===== src/pwm_timer_pkg.sv =====
// Constants, register map and field layout of the dual-slope PWM timer
// Operation
// - Phase correct counts up to selected TOP
// - Frequency correct TOP from capture or compare A
// - Count zero to TOP and back, per tick
// - Turn at TOP without a hold, next tick counts down
// - Register TOP ranges three to full 16 bits
// - Phase correct sets overflow flag at bottom
// - Phase correct loads compares at TOP, flags
// - Frequency correct loads at bottom, sets overflow
// - Frequency correct flags TOP source at TOP
// - Compare match sets channel compare flag
// - Fixed TOP masks high compare bits on write
// - Compare above TOP never matches
// - Action two clears up, sets down; three inverts
// - Pin driven only when direction bit set
// - Action two: compare at bottom low, at TOP high; three the reverse
// - Action one toggles A when A is TOP
// - Tick from clock divided by prescaler factor
// - Compare writes go to buffer first
// - Capture/top register takes effect at once
// - Action zero disconnects; one only on A in toggle modes
package pwm_timer_pkg;
	localparam int          DATA_W        = 32;
	localparam int          CNT_W         = 16;
	// Byte offsets of the registers
	localparam logic [7:0]  OFS_CTRL      = 8'h00;
	localparam logic [7:0]  OFS_COMPARE_A = 8'h04;
	localparam logic [7:0]  OFS_COMPARE_B = 8'h08;
	localparam logic [7:0]  OFS_CAP_TOP   = 8'h0C;
	localparam logic [7:0]  OFS_COUNT     = 8'h10;
	localparam logic [7:0]  OFS_FLAGS     = 8'h14;
	// Control register fields
	localparam int          F_WSEL_LSB    = 0;
	localparam int          F_ACTA_LSB    = 4;
	localparam int          F_ACTB_LSB    = 6;
	localparam int          F_PSEL_LSB    = 8;
	localparam int          F_DIRA        = 12;
	localparam int          F_DIRB        = 13;
	localparam logic [13:0] CTRL_MASK     = 14'h37FF;
	// Flag register bits
	localparam int          FL_OVF        = 0;
	localparam int          FL_CMPA       = 1;
	localparam int          FL_CMPB       = 2;
	localparam int          FL_CAP        = 3;
	// Waveform selections
	localparam logic [3:0]  WS_PC8        = 4'h1;
	localparam logic [3:0]  WS_PC9        = 4'h2;
	localparam logic [3:0]  WS_PC10       = 4'h3;
	localparam logic [3:0]  WS_PFC_CAP    = 4'h8;
	localparam logic [3:0]  WS_PFC_CMPA   = 4'h9;
	localparam logic [3:0]  WS_PC_CAP     = 4'hA;
	localparam logic [3:0]  WS_PC_CMPA    = 4'hB;
	// Fixed TOP values and limits
	localparam logic [15:0] TOP_8BIT      = 16'h00FF;
	localparam logic [15:0] TOP_9BIT      = 16'h01FF;
	localparam logic [15:0] TOP_10BIT     = 16'h03FF;
	localparam logic [15:0] TOP_MIN       = 16'h0003;
	localparam logic [15:0] CNT_BOTTOM    = 16'h0000;
	localparam logic [15:0] CNT_FULL      = 16'hFFFF;
	localparam logic [15:0] CNT_ONE       = 16'h0001;
	// Output actions
	localparam logic [1:0]  ACT_OFF       = 2'h0;
	localparam logic [1:0]  ACT_TOGGLE    = 2'h1;
	localparam logic [1:0]  ACT_NONINV    = 2'h2;
	localparam logic [1:0]  ACT_INV       = 2'h3;
	// Prescaler selections and divide-minus-one counts
	localparam logic [2:0]  PS_STOP       = 3'h0;
	localparam logic [2:0]  PS_DIV1       = 3'h1;
	localparam logic [2:0]  PS_DIV8       = 3'h2;
	localparam logic [2:0]  PS_DIV64      = 3'h3;
	localparam logic [2:0]  PS_DIV256     = 3'h4;
	localparam logic [2:0]  PS_DIV1024    = 3'h5;
	localparam logic [9:0]  PM_DIV1       = 10'h000;
	localparam logic [9:0]  PM_DIV8       = 10'h007;
	localparam logic [9:0]  PM_DIV64      = 10'h03F;
	localparam logic [9:0]  PM_DIV256     = 10'h0FF;
	localparam logic [9:0]  PM_DIV1024    = 10'h3FF;
	// AXI responses
	localparam logic [1:0]  RESP_OKAY     = 2'h0;
	localparam logic [1:0]  RESP_SLVERR   = 2'h2;
endpackage : pwm_timer_pkg


===== src/dual_slope_pwm_timer16.sv =====
// Dual-slope 16-bit PWM timer with AXI4-Lite register access
`timescale 1ns/1ps
`default_nettype none
module dual_slope_pwm_timer16 #(
	parameter int ADDR_W = 8
) (
	input  wire logic                              aclk,
	input  wire logic                              aresetn,
	input  wire logic [ADDR_W-1:0]                 s_axi_awaddr,
	input  wire logic [2:0]                        s_axi_awprot,
	input  wire logic                              s_axi_awvalid,
	output logic                                   s_axi_awready,
	input  wire logic [pwm_timer_pkg::DATA_W-1:0]  s_axi_wdata,
	input  wire logic [3:0]                        s_axi_wstrb,
	input  wire logic                              s_axi_wvalid,
	output logic                                   s_axi_wready,
	output logic [1:0]                             s_axi_bresp,
	output logic                                   s_axi_bvalid,
	input  wire logic                              s_axi_bready,
	input  wire logic [ADDR_W-1:0]                 s_axi_araddr,
	input  wire logic [2:0]                        s_axi_arprot,
	input  wire logic                              s_axi_arvalid,
	output logic                                   s_axi_arready,
	output logic [pwm_timer_pkg::DATA_W-1:0]       s_axi_rdata,
	output logic [1:0]                             s_axi_rresp,
	output logic                                   s_axi_rvalid,
	input  wire logic                              s_axi_rready,
	output logic                                   waveform_output_a,
	output logic                                   waveform_output_a_oe,
	output logic                                   waveform_output_b,
	output logic                                   waveform_output_b_oe
);
	import pwm_timer_pkg::*;

	// Address must reach the highest register
	generate
		if (ADDR_W < 5 || ADDR_W > 8) begin : g_bad_addr
			$error("ADDR_W must be 5 to 8");
		end
	endgenerate

	logic              aw_have_reg, aw_have_next, w_have_reg, w_have_next;
	logic [7:0]        aw_addr_reg, aw_addr_next;
	logic [31:0]       w_data_reg, w_data_next;
	logic [3:0]        w_strb_reg, w_strb_next;
	logic              bvalid_reg, bvalid_next, rvalid_reg, rvalid_next;
	logic [1:0]        bresp_reg, bresp_next, rresp_reg, rresp_next;
	logic [31:0]       rdata_reg, rdata_next;
	logic [13:0]       ctrl_reg, ctrl_next;
	logic [15:0]       count_reg, count_next, cap_reg, cap_next;
	logic [15:0]       cmp_a_reg, cmp_a_next, cmp_b_reg, cmp_b_next;
	logic [15:0]       buf_a_reg, buf_a_next, buf_b_reg, buf_b_next;
	logic              up_reg, up_next, wave_a_reg, wave_a_next, wave_b_reg, wave_b_next;
	logic [3:0]        flags_reg, flags_next;
	logic [9:0]        presc_reg, presc_next, presc_max;
	logic              wr_fire, tick, run, pc_mode, pfc_mode, fixed_top, toggle_mode;
	logic              at_top, at_bottom, match_a, match_b, up_slope;
	logic [15:0]       top_val, wmask;
	logic [3:0]        wsel;
	logic [1:0]        act_a, act_b;
	logic [2:0]        psel;
	logic [31:0]       wr_merged;
	logic              wr_known;

	assign wsel        = ctrl_reg[F_WSEL_LSB +: 4];
	assign act_a       = ctrl_reg[F_ACTA_LSB +: 2];
	assign act_b       = ctrl_reg[F_ACTB_LSB +: 2];
	assign psel        = ctrl_reg[F_PSEL_LSB +: 3];
	assign pc_mode     = (wsel == WS_PC8) || (wsel == WS_PC9) || (wsel == WS_PC10)
		|| (wsel == WS_PC_CAP) || (wsel == WS_PC_CMPA);
	assign pfc_mode    = (wsel == WS_PFC_CAP) || (wsel == WS_PFC_CMPA);
	assign run         = pc_mode || pfc_mode;
	assign fixed_top   = (wsel == WS_PC8) || (wsel == WS_PC9) || (wsel == WS_PC10);
	assign toggle_mode = (wsel == WS_PC_CMPA) || (wsel == WS_PFC_CMPA);

	// TOP source per waveform selection
	always_comb begin
		unique case (wsel)
			WS_PC8:                  top_val = TOP_8BIT;
			WS_PC9:                  top_val = TOP_9BIT;
			WS_PC10:                 top_val = TOP_10BIT;
			WS_PC_CAP, WS_PFC_CAP:   top_val = cap_reg;
			WS_PC_CMPA, WS_PFC_CMPA: top_val = cmp_a_reg;
			default:                 top_val = CNT_FULL;
		endcase
	end

	// Prescaler: divide-minus-one count for the selected factor
	always_comb begin
		unique case (psel)
			PS_DIV1:    presc_max = PM_DIV1;
			PS_DIV8:    presc_max = PM_DIV8;
			PS_DIV64:   presc_max = PM_DIV64;
			PS_DIV256:  presc_max = PM_DIV256;
			PS_DIV1024: presc_max = PM_DIV1024;
			default:    presc_max = PM_DIV1;
		endcase
	end
	assign tick = (psel >= PS_DIV1) && (psel <= PS_DIV1024) && (presc_reg >= presc_max);

	// Events of the current tick
	assign at_top    = (count_reg == top_val);
	assign at_bottom = (count_reg == CNT_BOTTOM);
	assign match_a   = (count_reg == cmp_a_reg);
	assign match_b   = (count_reg == cmp_b_reg);
	assign up_slope  = at_bottom || (up_reg && !at_top);
	assign wmask     = fixed_top ? top_val : CNT_FULL;
	assign wr_fire   = aw_have_reg && w_have_reg && !bvalid_reg;

	// Next waveform level of one channel on a match
	function automatic logic wave_step(input logic cur, input logic [1:0] act,
		input logic hit, input logic up, input logic tog);
		logic res;
		res = cur;
		if (hit) begin
			unique case (act)
				ACT_NONINV: res = !up;
				ACT_INV:    res = up;
				ACT_TOGGLE: res = tog ? !cur : cur;
				default:    res = cur;
			endcase
		end
		return res;
	endfunction : wave_step

	// Register read mux, also used for byte-lane merging
	function automatic logic [32:0] reg_read(input logic [7:0] a, input logic [13:0] c,
		input logic [15:0] ba, input logic [15:0] bb, input logic [15:0] cp,
		input logic [15:0] cn, input logic [3:0] fl);
		logic [32:0] res;
		res = 33'h000000000;
		unique case (a)
			OFS_CTRL:      res = {1'b1, 18'h00000, c};
			OFS_COMPARE_A: res = {1'b1, 16'h0000, ba};
			OFS_COMPARE_B: res = {1'b1, 16'h0000, bb};
			OFS_CAP_TOP:   res = {1'b1, 16'h0000, cp};
			OFS_COUNT:     res = {1'b1, 16'h0000, cn};
			OFS_FLAGS:     res = {1'b1, 28'h0000000, fl};
			default:       res = 33'h000000000;
		endcase
		return res;
	endfunction : reg_read

	// Merge write data into the old word by byte strobes
	always_comb begin
		logic [32:0] old;
		old = reg_read(aw_addr_reg, ctrl_reg, buf_a_reg, buf_b_reg, cap_reg, count_reg, flags_reg);
		wr_known = old[32]; // Held address names a register
		for (int i = 0; i < 4; i++) begin
			wr_merged[i*8 +: 8] = w_strb_reg[i] ? w_data_reg[i*8 +: 8] : old[i*8 +: 8];
		end
	end

	// Bus handshake: address and data taken in either order, response after both
	always_comb begin
		logic [32:0] rd;
		rd            = reg_read(8'(s_axi_araddr), ctrl_reg, buf_a_reg, buf_b_reg, cap_reg, count_reg, flags_reg);
		aw_have_next  = aw_have_reg;
		aw_addr_next  = aw_addr_reg;
		w_have_next   = w_have_reg;
		w_data_next   = w_data_reg;
		w_strb_next   = w_strb_reg;
		bvalid_next   = bvalid_reg;
		bresp_next    = bresp_reg;
		rvalid_next   = rvalid_reg;
		rresp_next    = rresp_reg;
		rdata_next    = rdata_reg;
		if (s_axi_awvalid && s_axi_awready) begin
			aw_have_next = 1'b1;
			aw_addr_next = 8'(s_axi_awaddr);
		end
		if (s_axi_wvalid && s_axi_wready) begin
			w_have_next = 1'b1;
			w_data_next = s_axi_wdata;
			w_strb_next = s_axi_wstrb;
		end
		if (wr_fire) begin
			aw_have_next = 1'b0;
			w_have_next  = 1'b0;
			bvalid_next  = 1'b1;
			bresp_next   = (aw_addr_reg[1:0] == 2'h0 && wr_known) ? RESP_OKAY : RESP_SLVERR;
		end else if (bvalid_reg && s_axi_bready) begin
			bvalid_next = 1'b0;
		end
		if (s_axi_arvalid && s_axi_arready) begin
			rvalid_next = 1'b1;
			rdata_next  = rd[31:0];
			rresp_next  = rd[32] ? RESP_OKAY : RESP_SLVERR;
		end else if (rvalid_reg && s_axi_rready) begin
			rvalid_next = 1'b0;
		end
	end

	assign s_axi_awready = !aw_have_reg && !bvalid_reg;
	assign s_axi_wready  = !w_have_reg && !bvalid_reg;
	assign s_axi_arready = !rvalid_reg;
	assign s_axi_bvalid  = bvalid_reg;
	assign s_axi_bresp   = bresp_reg;
	assign s_axi_rvalid  = rvalid_reg;
	assign s_axi_rresp   = rresp_reg;
	assign s_axi_rdata   = rdata_reg;

	// Timer core: counting, buffer loads, flags, waveforms and software writes
	always_comb begin
		logic [3:0] set_fl, clr_fl;
		set_fl      = 4'h0;
		clr_fl      = 4'h0;
		ctrl_next   = ctrl_reg;
		count_next  = count_reg;
		up_next     = up_reg;
		cmp_a_next  = cmp_a_reg;
		cmp_b_next  = cmp_b_reg;
		buf_a_next  = buf_a_reg;
		buf_b_next  = buf_b_reg;
		cap_next    = cap_reg;
		wave_a_next = wave_a_reg;
		wave_b_next = wave_b_reg;
		presc_next  = tick ? PM_DIV1 : ((psel == PS_STOP) ? PM_DIV1 : presc_reg + 10'h001);
		if (tick && run) begin
			if (up_reg && at_top) begin
				up_next    = 1'b0;
				count_next = count_reg - CNT_ONE;
			end else if (!up_reg && at_bottom) begin
				up_next    = 1'b1;
				count_next = count_reg + CNT_ONE;
			end else if (up_reg) begin
				count_next = count_reg + CNT_ONE;
			end else begin
				count_next = count_reg - CNT_ONE;
			end
			if ((pc_mode && at_top) || (pfc_mode && at_bottom)) begin
				cmp_a_next = buf_a_reg;
				cmp_b_next = buf_b_reg;
			end
			set_fl[FL_OVF]  = at_bottom;
			set_fl[FL_CMPA] = match_a || (at_top && toggle_mode);
			set_fl[FL_CMPB] = match_b;
			set_fl[FL_CAP]  = at_top && ((wsel == WS_PC_CAP) || (wsel == WS_PFC_CAP));
			wave_a_next = wave_step(wave_a_reg, act_a, match_a, up_slope, toggle_mode);
			wave_b_next = wave_step(wave_b_reg, act_b, match_b, up_slope, 1'b0);
		end
		if (wr_fire) begin
			unique case (aw_addr_reg)
				OFS_CTRL:      ctrl_next  = wr_merged[13:0] & CTRL_MASK;
				OFS_COMPARE_A: buf_a_next = wr_merged[15:0] & wmask;
				OFS_COMPARE_B: buf_b_next = wr_merged[15:0] & wmask;
				OFS_CAP_TOP:   cap_next   = wr_merged[15:0];
				OFS_COUNT:     count_next = wr_merged[15:0];
				OFS_FLAGS:     clr_fl     = wr_merged[3:0];
				default:       clr_fl     = 4'h0;
			endcase
		end
		flags_next = (flags_reg & ~clr_fl) | set_fl; // Set wins over clear
	end

	// Registers of both groups
	always_ff @(posedge aclk) begin
		if (!aresetn) begin
			aw_have_reg <= 1'b0;
			aw_addr_reg <= 8'h00;
			w_have_reg  <= 1'b0;
			w_data_reg  <= 32'h00000000;
			w_strb_reg  <= 4'h0;
			bvalid_reg  <= 1'b0;
			bresp_reg   <= RESP_OKAY;
			rvalid_reg  <= 1'b0;
			rresp_reg   <= RESP_OKAY;
			rdata_reg   <= 32'h00000000;
			ctrl_reg    <= 14'h0000;
			count_reg   <= CNT_BOTTOM;
			up_reg      <= 1'b1;
			cmp_a_reg   <= CNT_BOTTOM;
			cmp_b_reg   <= CNT_BOTTOM;
			buf_a_reg   <= CNT_BOTTOM;
			buf_b_reg   <= CNT_BOTTOM;
			cap_reg     <= CNT_BOTTOM;
			flags_reg   <= 4'h0;
			wave_a_reg  <= 1'b0;
			wave_b_reg  <= 1'b0;
			presc_reg   <= PM_DIV1;
		end else begin
			aw_have_reg <= aw_have_next;
			aw_addr_reg <= aw_addr_next;
			w_have_reg  <= w_have_next;
			w_data_reg  <= w_data_next;
			w_strb_reg  <= w_strb_next;
			bvalid_reg  <= bvalid_next;
			bresp_reg   <= bresp_next;
			rvalid_reg  <= rvalid_next;
			rresp_reg   <= rresp_next;
			rdata_reg   <= rdata_next;
			ctrl_reg    <= ctrl_next;
			count_reg   <= count_next;
			up_reg      <= up_next;
			cmp_a_reg   <= cmp_a_next;
			cmp_b_reg   <= cmp_b_next;
			buf_a_reg   <= buf_a_next;
			buf_b_reg   <= buf_b_next;
			cap_reg     <= cap_next;
			flags_reg   <= flags_next;
			wave_a_reg  <= wave_a_next;
			wave_b_reg  <= wave_b_next;
			presc_reg   <= presc_next;
		end
	end

	// Pin drive: connected action and direction bit both needed
	assign waveform_output_a    = wave_a_reg;
	assign waveform_output_b    = wave_b_reg;
	assign waveform_output_a_oe = ctrl_reg[F_DIRA] && run && (act_a != ACT_OFF)
		&& (act_a != ACT_TOGGLE || toggle_mode);
	assign waveform_output_b_oe = ctrl_reg[F_DIRB] && run && (act_b != ACT_OFF) && (act_b != ACT_TOGGLE);
endmodule : dual_slope_pwm_timer16
`default_nettype wire


===== config.mk =====
export PLATFORM = sky130hd
export DESIGN_NAME = dual_slope_pwm_timer16
export DESIGN_NICKNAME = d
export VERILOG_FILES = /design/src/pwm_timer_pkg.sv /design/src/dual_slope_pwm_timer16.sv
export SDC_FILE = /design/constraint.sdc
export NUM_CORES = 1
export LEC_CHECK = 0
export BUFFER_PORTS_ARGS = -buffer_cell sky130_fd_sc_hd__buf_2
export CAP_MARGIN = 10
export CORE_MARGIN = 5
export CORE_UTILIZATION = 45
export DETAILED_ROUTE_END_ITERATION = 8
export PLACE_DENSITY = 0.61
export SETUP_SLACK_MARGIN = 0.5
export SYNTH_ARGS = -nofsm -noshare
export SYNTH_HDL_FRONTEND = slang
export SYNTH_SLANG_ARGS = --single-unit

===== constraint.sdc =====
create_clock -name aclk -period 9.5 [get_ports aclk]
set_input_delay 1.425 -clock aclk [delete_from_list [all_inputs] [get_ports aclk]]
set_output_delay 1.425 -clock aclk [all_outputs]
set_load 0.005 [all_outputs]

* Word level (Yosys, flattened, before mapping) *
Index checks and enable logic that the tools add are counted.

word-level totals
  latch bits = 0
  input bits = 65
  memories kept = 0
  output and inout bits = 45
  bits in read-only memories = 0
  memory bits (writable) = 0
  register bits after elaboration = 192

cells by class
  multipliers = 0
  mux-type cells = 27
  shift-type cells = 0
  bitwise gates (word level) = 5
  equality and inequality tests = 32
  order comparisons = 3
  div/mod/pow operators = 0
  $add $sub $neg = 3
  reduce and logical (&&, ||, !) cells = 70

operators by type and width
  operator                                              count
  one-hot mux 33 bit (6 select lines)                   2
  two-way mux 16 bit                                    7
  one-hot mux 16 bit (5 select lines)                   1
  equality test 16 bit                                  3
  one-hot mux 10 bit (4 select lines)                   1
  equality test 8 x 4 -> 1 bit (second input constant)  4
  equality test 8 x 5 -> 1 bit (second input constant)  4
  logical AND 1 bit                                     26
  adder 16 x 1 -> 16 bit (second input constant)        1
  AND 16 bit                                            1
  equality test 4 bit (second input constant)           4
  equality test 8 x 3 -> 1 bit (second input constant)  2
  logical NOT 16 bit                                    1
  logical NOT 8 bit                                     2
  two-way mux 8 bit                                     2
  subtractor 16 x 1 -> 16 bit (second input constant)   1
  logical OR 1 bit                                      12
  two-way mux 4 bit                                     3
  AND reduction 2 bit                                   6
  nonzero test 2 bit                                    6
  adder 10 x 1 -> 10 bit (second input constant)        1
  greater-or-equal comparator 10 bit                    1
  equality test 2 bit (second input constant)           4
  equality test 4 x 2 -> 1 bit (second input constant)  2
  24 further kinds                                      43

* Longest topological paths before layout *
Gate-level depths: netlist of run 1.

  word-level depth = 10
  gate-level depth with buffers = 14
  gate-level depth less buffers = 12

* Least setup slack after synthesis of run 1 *
Ideal clock, no wire load.

  path kind = flip-flop to flip-flop
  from = register ctrl_reg[10]
  to = register cmp_a_reg[0]
  slack = 6286 ps
  buffers on the path = 3
  data required time = 9436 ps
  setup time = 64 ps
  data arrival time = 3150 ps
  stages on the path, launching flop included = 14
  cells stage by stage = dfxtp_1 clkbuf_1 nor2b_1 or2_2 ha_1 nand2b_1 a21o_1 a2111oi_0 o31ai_1 a21oi_1 clkbuf_1 clkbuf_1 nand3_1 nand4_1

on the way
  word-level cells in the longest chain between the ends = 6
  elaborated cells between the ends (all ways) = 12
  those cells by class = order compare: 3; eq/ne: 4; mux: 1; reduce/logical: 4

ends and longest elaborated chain
  element                                                              line                           source
  start, declared                                                      dual_slope_pwm_timer16.sv:49   logic [13:0] ctrl_reg, ctrl_next;
  start signal, assigned                                               dual_slope_pwm_timer16.sv:292  ctrl_reg <= ctrl_next;
  equality test 3 bit or equality test 3 x 2 -> 1 bit (tied branches)  dual_slope_pwm_timer16.sv:90   unique case (psel)
  one-hot mux 10 bit (4 select lines)                                  dual_slope_pwm_timer16.sv:90
  greater-or-equal comparator 10 bit                                   dual_slope_pwm_timer16.sv:99   assign tick = (psel >= PS_DIV1) && (psel <= PS_DIV1024) && (presc_reg >= presc_max);
  logical AND 1 bit (*)                                                dual_slope_pwm_timer16.sv:99
  logical AND 1 bit (*)                                                dual_slope_pwm_timer16.sv:219  if (tick && run) begin
  AND reduction 2 bit (no source line) (*)                             n/a
  end signal, assigned                                                 dual_slope_pwm_timer16.sv:295  cmp_a_reg <= cmp_a_next;
  end, declared                                                        dual_slope_pwm_timer16.sv:51   logic [15:0] cmp_a_reg, cmp_a_next, cmp_b_reg, cmp_b_next;

Every way passes the cells marked *; elsewhere a longest branch is shown, timed or not.
A chain may end at the register's enable or synchronous reset.

* Worst setup path after layout of run 1 *
  from = register ctrl_reg[3]
  to = register cmp_a_reg[15]

on the way
  word-level cells in the longest chain between the ends = 8
  elaborated cells between the ends (all ways) = 22
  those cells by class = eq/ne: 8; mux: 1; reduce/logical: 13

ends and longest elaborated chain
  element
  parallel branches: the longest is 7 deep, another holds one-hot mux 16 bit (5 select lines)
  AND reduction 2 bit (no source line) (*)

Every way passes the cells marked *.

==> results.md, run 1 <==
- The run finished with clean final reports.
- The completed layout was analyzed and its total power is about 1.6 mW.
- The final instance area is about 11,000 um2.
- The floorplan step defined a die boundary enclosing 25,700 um2.
- Counting the buffers created by CTS gives 17.
- The routed layout has about 10,000 vias.
- The number of cells in the finished layout apart from fillers is roughly 1,600.
- After synthesis the netlist holds a flip-flop and latch count of 174.
- The power density over the cells is roughly 140 nW/um2.
- The critical path in this run is classified as flip-flop to flip-flop.
- The H-tree level count is 4.
- Of the available clock period, the critical path in the final layout requires 0.474.
- Setup violations remaining at the end of the flow were counted as 0.
- Sorting the synthesized cells by area gives the leading types as sky130_fd_sc_hd__dfxtp_1 (34%), sky130_fd_sc_hd__nand4_1 (9.2%), sky130_fd_sc_hd__nand2_1 (7.3%).
- The mean post-synth cell area is roughly 7.4 um2.
- In this run, synthesis inferred 0 flip-flops with an integrated enable.
- During synthesis, Yosys emitted a total of 0 warnings.
- The estimated wirelength of the detail-placed design is roughly 23,000 um.
- Walking the worst path, the cells encountered are nor2b_1 -> nand2_1 -> xor2_1 -> nor4_1 -> o2111ai_1 -> nor3_1 -> o21a_1 -> buf_4 -> nand4_1 -> nand4_1.
- The number of gates resized after cts is 0.
- In this run, placement finished with an instance count of between 1,500 and 2,000.
- The global route total overflow is 0.
- The main combinational cell family by area after synthesis is simple AND/OR/NAND/NOR gates.
- The part of the Yosys area used for sequential elements is 0.343.
- For this design, the sink count on the clock tree is 174.
- The cell type contributing the most total cell area after synthesis is sky130_fd_sc_hd__dfxtp_1.
- Among all cell types in the netlist, the one instantiated most often is sky130_fd_sc_hd__nand2_1.
- In this run the critical register-to-register path is captured at cmp_a_reg[15].
- Of the total synthesized cell area, the portion taken by AND, OR, NAND and NOR gates is 0.302.
- The top flip-flop cell by instance count after synthesis is sky130_fd_sc_hd__dfxtp_1.
- Setup repair after global routing left no endpoint under its margin.
- The nature of the critical path endpoint is a flip-flop.
- The signal arrival time at the worst endpoint is 4.89 ns.
- The final setup TNS is 0 ns.
- The logic depth of the worst setup path including buffers is 10.
- The slack of the worst reg-to-reg path is 5.00 ns.
- Summed over all cells, the static leakage comes to 4.02 nW.
- In this run the tool buffered the top-level ports with 67 buffer cells.
- For this run, the total global-route usage over all layers was measured as 0.261.
- The compound-gate portion of the synthesized area is 0.180.
- The total length of routed wires is 34,000 um.
- The number of design-rule violations left by the first detailed-router iteration is between 1,000 and 1,500.
- The later pin in the worst-skew pair is clocked with a latency of 0.45 ns.
- The path class of the tightest hold or removal check is flip-flop to flip-flop.
- Together, buffers and inverters on the worst path number 1.
- Entering global routing, the biggest net connects between 70 and 80 pins.
- The area of the core region is 22,400 um2.
- The critical register-to-register path startpoint is ctrl_reg[3].
- The area fraction of the dominant cell type after synthesis is 0.343.
- Pin placement for this block handled 110 I/O pins.
- The worst hold path passes through 2 cells.
- The placed instances occupy a cell area of roughly 10,000 um2.
- The portion of synthesized area spent on multiplexers is 0.0376.
- The mapped netlist covers 10,200 um2.
- The via count of the first global-routing pass is 9,321.
- In the routed design, unresolved DRC markers number 0.
- After layout, the minimum clock period comes to 4.50 ns.
- IR analysis of the VDD net gives a maximum drop of 0.0980 mV.
- The number of antenna violations at the first check in global routing came to 0.
- The sequential cells in the finished layout cover a total of between 3000 and 4000 um2.
- For the final database, setup skew stands at 0.0146 ns.
- The startpoint of the worst hold path is aw_addr_reg[5].
- At the end of the flow, the number of nets in the layout was 1,425.
- The total of hold buffers inserted after clock tree synthesis is 0.
- The number of cell rows is 55.
- Of the total synthesized cell area, the portion taken by full adders, half adders and majority gates is 0.0160.
- The max-capacitance violation count is 0.
- The number of iterations in the first detailed-routing pass is 8.
- The share of layout cells above drive strength 1 is 0.103.
- The number of cells on the worst reg-to-reg path is 10.
- Buffers added to address setup during post-CTS repair amount to 0.
- At the pin with the least slew margin, the transition time is approximately 1.1 ns.
- Among the stages of the critical path, the cell type that occurs most often is sky130_fd_sc_hd__nand4_1.
- Broken down by cell family, the worst path's largest delay share belongs to simple AND/OR/NAND/NOR gates.
- The tree is rooted in a sky130_fd_sc_hd__clkbuf_16.
- The area occupied by multi-input gates is between 6000 and 7000 um2.
- The worst-case setup slack after placement is between 5 and 6 ns.
- The last weighted congestion value of the routability-driven placer is 0.936.
- Relative to the synthesized area, the layout overhead comes to 9.07%.
- The relative slew slack is 0.283.
- The number of distinct library cells after synthesis is 67.
- The parity-gate share of the synthesized area counting xor and xnor cells is 0.0534.
- The final-report max-slew violation count came to 0.
- Of all nets on the critical path, the largest fanout is 25.
- STA puts the critical path data required time at 9.88 ns.
- The endpoint of the worst hold-timing path is aw_addr_reg[5].
- The clock edge transition at the registers on the reported setup and hold paths is 0.08 ns.
- After synthesis, the most frequently instantiated cells are sky130_fd_sc_hd__nand2_1 (198), sky130_fd_sc_hd__dfxtp_1 (174), sky130_fd_sc_hd__nand4_1 (149), sky130_fd_sc_hd__a21oi_1 (129), sky130_fd_sc_hd__nor2_1 (118).
- From left edge to right edge, the die measures roughly 160 um.
- The clock tree from TritonCTS is yes.
- The number of hold violations in the final report is 0.
- The fill cell instance count of the final layout is 2,256.
- The initial utilization of the core area, before any placement, comes to 0.453.
- Measured along the y axis, the die boundary spans 160 um.
- After detailed routing, the number of vias per cell comes to ~6.3.
- The count of nets left with antenna violations once routing finished came out at 0.
- The longest clock path from root to sink contains 2 buffers.
- In this design, the stage delay of the slowest critical-path cell is 0.88 ns.
- The number of inserted diodes is 0.
- In the final routed layout, each cell accounts on average for between 20 and 25 um.
- The wire length of the first global-routing pass is roughly 53,000 um.
- The achievable frequency is 222 MHz.
- For this run, asynchronously set or reset flops after synthesis account for 0.
- The slowest stage of the critical path is the sky130_fd_sc_hd__dfxtp_1 cell.
- The startpoint kind of the worst setup timing path is a flip-flop.
- Counting every instance in the synthesized netlist gives roughly 1,400.
- The smallest setup slack after layout is about 5 ns.
## stage by stage
stage,hold WS [ns],util
final,0.457,0.494
after global routing,0.472,0.494
after CTS,0.457,0.494
after detailed placement,0.445,0.467
after global placement,0.444,0.467
after floorplan,0.426,-
## layout by cell type (no fill, tap or decap), types with 30 or more instances in the layout
master / synthesis / final
sky130_fd_sc_hd__a21oi_1: 129 / 128
sky130_fd_sc_hd__nand2_1: 198 / 198
sky130_fd_sc_hd__nand4_1: 149 / 149
sky130_fd_sc_hd__xor2_1: 36 / 36
sky130_fd_sc_hd__mux2i_1: 37 / 37
sky130_fd_sc_hd__dfxtp_1: 174 / 174
sky130_fd_sc_hd__buf_2: 2 / 66
sky130_fd_sc_hd__nor2_1: 118 / 118
sky130_fd_sc_hd__a22oi_1: 30 / 30
sky130_fd_sc_hd__nand3_1: 68 / 68
sky130_fd_sc_hd__o21ai_0: 35 / 35
## final cells by class
| class | instances | share of cell area |
|---|---|---|
| Clock buffer | 18 | 0.0387 |
| Clock inverter | 14 | 0.0154 |
| Inverter | 17 | 0.00587 |
| Multi-Input combinational cell | 1051 | 0.550 |
| Sequential cell | 174 | 0.314 |
| Tap cell | 285 | 0.0322 |
| Timing Repair Buffer | 86 | 0.0433 |
## routing by layer
metal | global-route usage | share of wire | vias to the layer above
li1 | - | - | 4884
met1 | 0.377 | 0.46 | 4859
met2 | 0.377 | 0.42 | 497
met3 | 0.0702 | 0.098 | 80
met4 | 0.0829 | 0.026 | 0
met5 | 0 | 0 | -
## worst register-to-register path, cell delays in order (launching register included)
cell                        delay (ns)
sky130_fd_sc_hd__dfxtp_1          0.88
sky130_fd_sc_hd__nor2b_1          0.80
sky130_fd_sc_hd__nand2_1          0.14
sky130_fd_sc_hd__xor2_1           0.19
sky130_fd_sc_hd__nor4_1           0.33
sky130_fd_sc_hd__o2111ai_1        0.32
sky130_fd_sc_hd__nor3_1           0.51
sky130_fd_sc_hd__o21a_1           0.62
sky130_fd_sc_hd__buf_4            0.38
sky130_fd_sc_hd__nand4_1          0.14
sky130_fd_sc_hd__nand4_1          0.13
## worst max path at each step
stage	startpoint	end	slack [ns]
6_report	ctrl_reg[3]	cmp_a_reg[15]	5.00
5_1_grt	ctrl_reg[3]	cmp_b_reg[15]	4.73
4_1_cts	ctrl_reg[3]	cmp_a_reg[15]	5.08
3_5_place_dp	ctrl_reg[3]	cmp_b_reg[14]	5.09
3_3_place_gp	ctrl_reg[3]	cmp_b_reg[14]	5.11
2_1_floorplan	ctrl_reg[10]	cmp_a_reg[0]	6.29
## power breakdown
part	total (mW)	internal (mW)	switching [mW]	leakage, nW
clock network	0.721	0.356	0.365	0.291
logic	0.130	0.0384	0.0913	2.32
registers	0.756	0.741	0.0148	1.41
## cell families (layout without fill, tap and decap cells)
| logic type | count (synthesis) | after routing |
|---|---|---|
| muxes | 38 | 38 |
| xor gates and xnor gates | 62 | 62 |
| and+or+nand+nor | 629 | 629 |
| DFF | 174 | 174 |
| adders and majority gates | 13 | 13 |
| AOI/OAI and AO/OA | 291 | 291 |
| other | 1 | 18 |
| buffers and inverters | 158 | 135 |
No activity file was read; power rests on OpenSTA's default activity.
==> run 2, diff against run 1 <==
- ABC_AREA: unset -> 1
- PLACE_DENSITY: 0.61 -> 0.63
- clock period: 9.5 -> 3.94 ns (I/O delays scaled with it)
==> run 2 against run 1 <==
Sequential cell count is the same. Setup slack lost 4.2 ns. Synthesized cell count rose by 18%. Cell count increased by 17%. Power increased by 140%. Fmax rose by 44%. Die area up 2.0%. Critical path type unchanged. Combinational power rose to 2.6 times the previous value. First-iteration DRC count rose by 9.4%.
==> results.md, run 2 <==
- The via count of the first global-routing pass came to 9,562 (+2.6%).
- The total vias in the final route came to 10,800 (+5.0%).
- Among cell families on the critical path, the largest total delay comes from simple AND/OR/NAND/NOR gates.
- The post-route clock skew is 0.0136 ns (-0.000962 ns).
- The number of buffers inserted during clock tree synthesis is 17 (unchanged).
- The clock sink count is 174 (unchanged).
- The post-route minimum period was 3.12 ns (-1.38 ns).
- The total of endpoints with negative setup slack in the final report is 0 (unchanged).
- The die outline height is 162 um (+0.98%).
- The post-synthesis async set-or-reset flop share came to 0 (unchanged).
- The final instance area came to 11,300 um2 (+2.4%).
- The final setup TNS is 0 ns (unchanged).
- The worst setup path is launched from a flip-flop.
- The number of enable flip-flop cells after synthesis is 0 (unchanged).
- The highest fanout seen on the critical path is 41 (+64%).
- The clock tree from TritonCTS is yes.
- The path class of the tightest hold or removal check is input pin to flip-flop.
- The transition time at the pin with the least slew margin is 1.12 ns (+0.0453 ns).
- The estimated wirelength of the detail-placed design was 25,600 um (+8.9%).
- The number of cells in the finished layout apart from fillers is 1,930 (+17%).
- The routed wirelength normalized by instance count is 17.9 um (-13%).
- The relative slew slack is 0.252 (-0.0302).
- The number of vias per cell after detailed routing came to 5.62 (-10%).
- The nature of the critical path endpoint is a flip-flop.
- The part of the Yosys area used for sequential elements came to 0.336 (-0.00703).
- The source-to-sink clock delay at the later pin of the worst-skew pair was 0.44 ns (about the same).
- The synthesis warning total is 0 (unchanged).
- The final-report max-slew violation count was 0 (unchanged).
- The delay contributed by the slowest stage of the critical path is 0.40 ns (-0.48 ns).
- The worst supply voltage drop on vdd is 0.321 mV (+230%).
- The H-tree level count is 4 (unchanged).
- The cell type contributing the most total cell area after synthesis is sky130_fd_sc_hd__dfxtp_1.
- The area fraction of the dominant cell type after synthesis is 0.336 (-0.00703).
- The buffer levels on the longest clock path is 2 (unchanged).
- The achievable frequency is 320 MHz (+44%).
- The total length of routed wires was 34,600 um (+1.7%).
- The total buffers and inverters traversed by the critical path is 5 (+4).
- The DRC violation count after routing is 0 (unchanged).
- The area of the core region is 22,600 um2 (+0.92%).
- The number of antenna violations at the first check in global routing is 0 (unchanged).
- The number of inserted diodes was 0 (unchanged).
- The final worst hold slack was 0.328 ns (-0.129 ns).
- In the post-synthesis netlist, the cell with the most instances is sky130_fd_sc_hd__nand2_1.
- The cell area after placement came to 10,800 um2 (+3.0%).
- The global-route usage over all layers is 0.258 (-0.00298).
- The number of design-rule violations left by the first detailed-router iteration is 1,239 (+9.4%).
- The slowest stage of the critical path belongs to the cell sky130_fd_sc_hd__dfxtp_1.
- The die area is 26,200 um2 (+2.0%).
- The total leakage power came to 4.90 nW (+22%).
- The required time at the worst-slack endpoint is 4.27 ns (-5.61 ns).
- The final clock period utilization by the worst path is 0.793 (+0.319).
- The number of cell rows is 55 (unchanged).
- The run finished with clean final reports.
- The power density over the cells came to 334 nW/um2 (+130%).
- Traced cell by cell, the critical path runs through inv_1 -> ha_1 -> nand3_1 -> inv_1 -> nand3_1 -> nor2_1 -> nand2_1 -> inv_1 -> nand2_1 -> nor4_1 -> buf_4 -> nand3_1 -> nand2_4 -> buf_12 -> nand3b_1 -> nand2_1 -> nor2_1.
- The number of iterations in the first detailed-routing pass is 6 (-2).
- The buffer count from post-CTS setup fixing is 0 (unchanged).
- The global route total overflow is 0 (unchanged).
- The last weighted congestion value of the routability-driven placer is 0.953 (+1.8%).
- The post-placement cell count is 1,898 (+18%).
- The share of layout cells above drive strength 1 is 0.0888 (-0.0142).
- The number of hold violations in the final report is 0 (unchanged).
- The starting density of the core is 0.458 (+0.00526).
- The post-synthesis cell count was 1,611 (+18%).
- Relative to the synthesized area, the layout overhead comes to 9.39%.
- The signal arrival time at the worst endpoint is 3.45 ns (-1.44 ns).
- Sorting the synthesized cells by how often they occur yields sky130_fd_sc_hd__nand2_1 (336), sky130_fd_sc_hd__inv_1 (186), sky130_fd_sc_hd__a21oi_1 (174), sky130_fd_sc_hd__dfxtp_1 (174).
- The number of routed nets with antenna violations came to 0 (unchanged).
- The floorplan die width came to 162 um (+0.98%).
- CTS placed an instance of sky130_fd_sc_hd__clkbuf_16 at the clock tree root.
- The utilization of the core after routing was 0.501 (+0.00721).
- The wire length of the first global-routing pass is 53,400 um (-0.13%).
- The total of hold buffers inserted after clock tree synthesis was 0 (unchanged).
- The I/O pin count is 110 (unchanged).
- By area the synthesized netlist is led by sky130_fd_sc_hd__dfxtp_1 (34%), sky130_fd_sc_hd__nand2_1 (12%), sky130_fd_sc_hd__a21oi_1 (8.4%).
- The critical path is of the flip-flop to flip-flop type.
- The leading cell type in the layout, fill and taps excluded is sky130_fd_sc_hd__nand2_1.
- Among all flip-flop cells after synthesis, the most frequent one is sky130_fd_sc_hd__dfxtp_1.
- The synthesis-stage register bit count is 174 (unchanged).
- The post-synthesis instance area is 10,400 um2 (+2.1%).
- The max-capacitance violation count is 0 (unchanged).
- The mean post-synth cell area is 6.44 um2 (-13%).
- The top cell types in the final layout, fill and taps aside, are sky130_fd_sc_hd__nand2_1 (336), sky130_fd_sc_hd__inv_1 (186), sky130_fd_sc_hd__a21oi_1 (174), sky130_fd_sc_hd__dfxtp_1 (174).
- Setup repair after global routing left no endpoint under its margin.
- The count of input and output buffers is 67 (unchanged).
- The largest net degree at the start of global routing came to 102 (+32%).
- The layout net count was 1,710 (+20%).
- The clock edge transition at the registers on the reported setup and hold paths is 0.07 ns (about the same).
- The number of distinct library cells after synthesis is 43 (-36%).
- The number of gates resized after cts was 0 (unchanged).
-- run 2: cell type report --
type,instances,area [um2]
Clock inverter,14,109
Clock buffer,18,439
Tap cell,285,357
Inverter,199,747
Multi-Input combinational cell,1151,5690
Timing Repair Buffer,89,526
Fill cell,2377,11300
Sequential cell,174,3480
-- run 2: final timing paths --
check	start	to	slack, ns	cells past startpoint
worst max register to register	count_reg[1]	cmp_b_reg[9]	0.82	17
worst min register to register	aw_addr_reg[5]	aw_addr_reg[5]	0.45	2
worst max-delay path	count_reg[1]	cmp_b_reg[9]	0.82	17
worst min-delay path	s_axi_bready	s_axi_bvalid	0.33	2
-- run 2: logic make-up after synthesis --
group | after synthesis | synth area share
AND/OR/NAND/NOR | 669 | 0.275
AO/OA/AOI/OAI | 408 | 0.215
buffers and inverters | 303 | 0.122
flip-flops | 174 | 0.336
XOR/XNOR | 43 | 0.0363
adder cells (fa/ha/maj) | 13 | 0.0157
other | 1 | 0.000361
-- run 2: through the flow --
stage / total power [mW] / worst slack, ns
2_1_floorplan: 2.10 / 1.61
3_3_place_gp: 2.19 / 0.891
3_5_place_dp: 2.20 / 0.902
4_1_cts: 3.80 / 0.876
5_1_grt: 3.92 / 0.584
6_report: 3.79 / 0.816
-- run 2: power by group --
part | total (mW) | switching, mW | internal, mW
combinational | 0.337 | 0.240 | 0.0969
sequential | 1.83 | 0.0269 | 1.80
clock | 1.63 | 0.789 | 0.838
total | 3.79 | 1.06 | 2.73
-- run 2: layer usage --
| layer | up-vias | part of all wire | track usage |
|---|---|---|---|
| li1 | 5340 | - | - |
| met1 | 4926 | 0.45 | 0.374 |
| met2 | 507 | 0.42 | 0.384 |
| met3 | 64 | 0.098 | 0.0500 |
| met4 | 0 | 0.030 | 0.0850 |
| met5 | - | 0 | 0 |
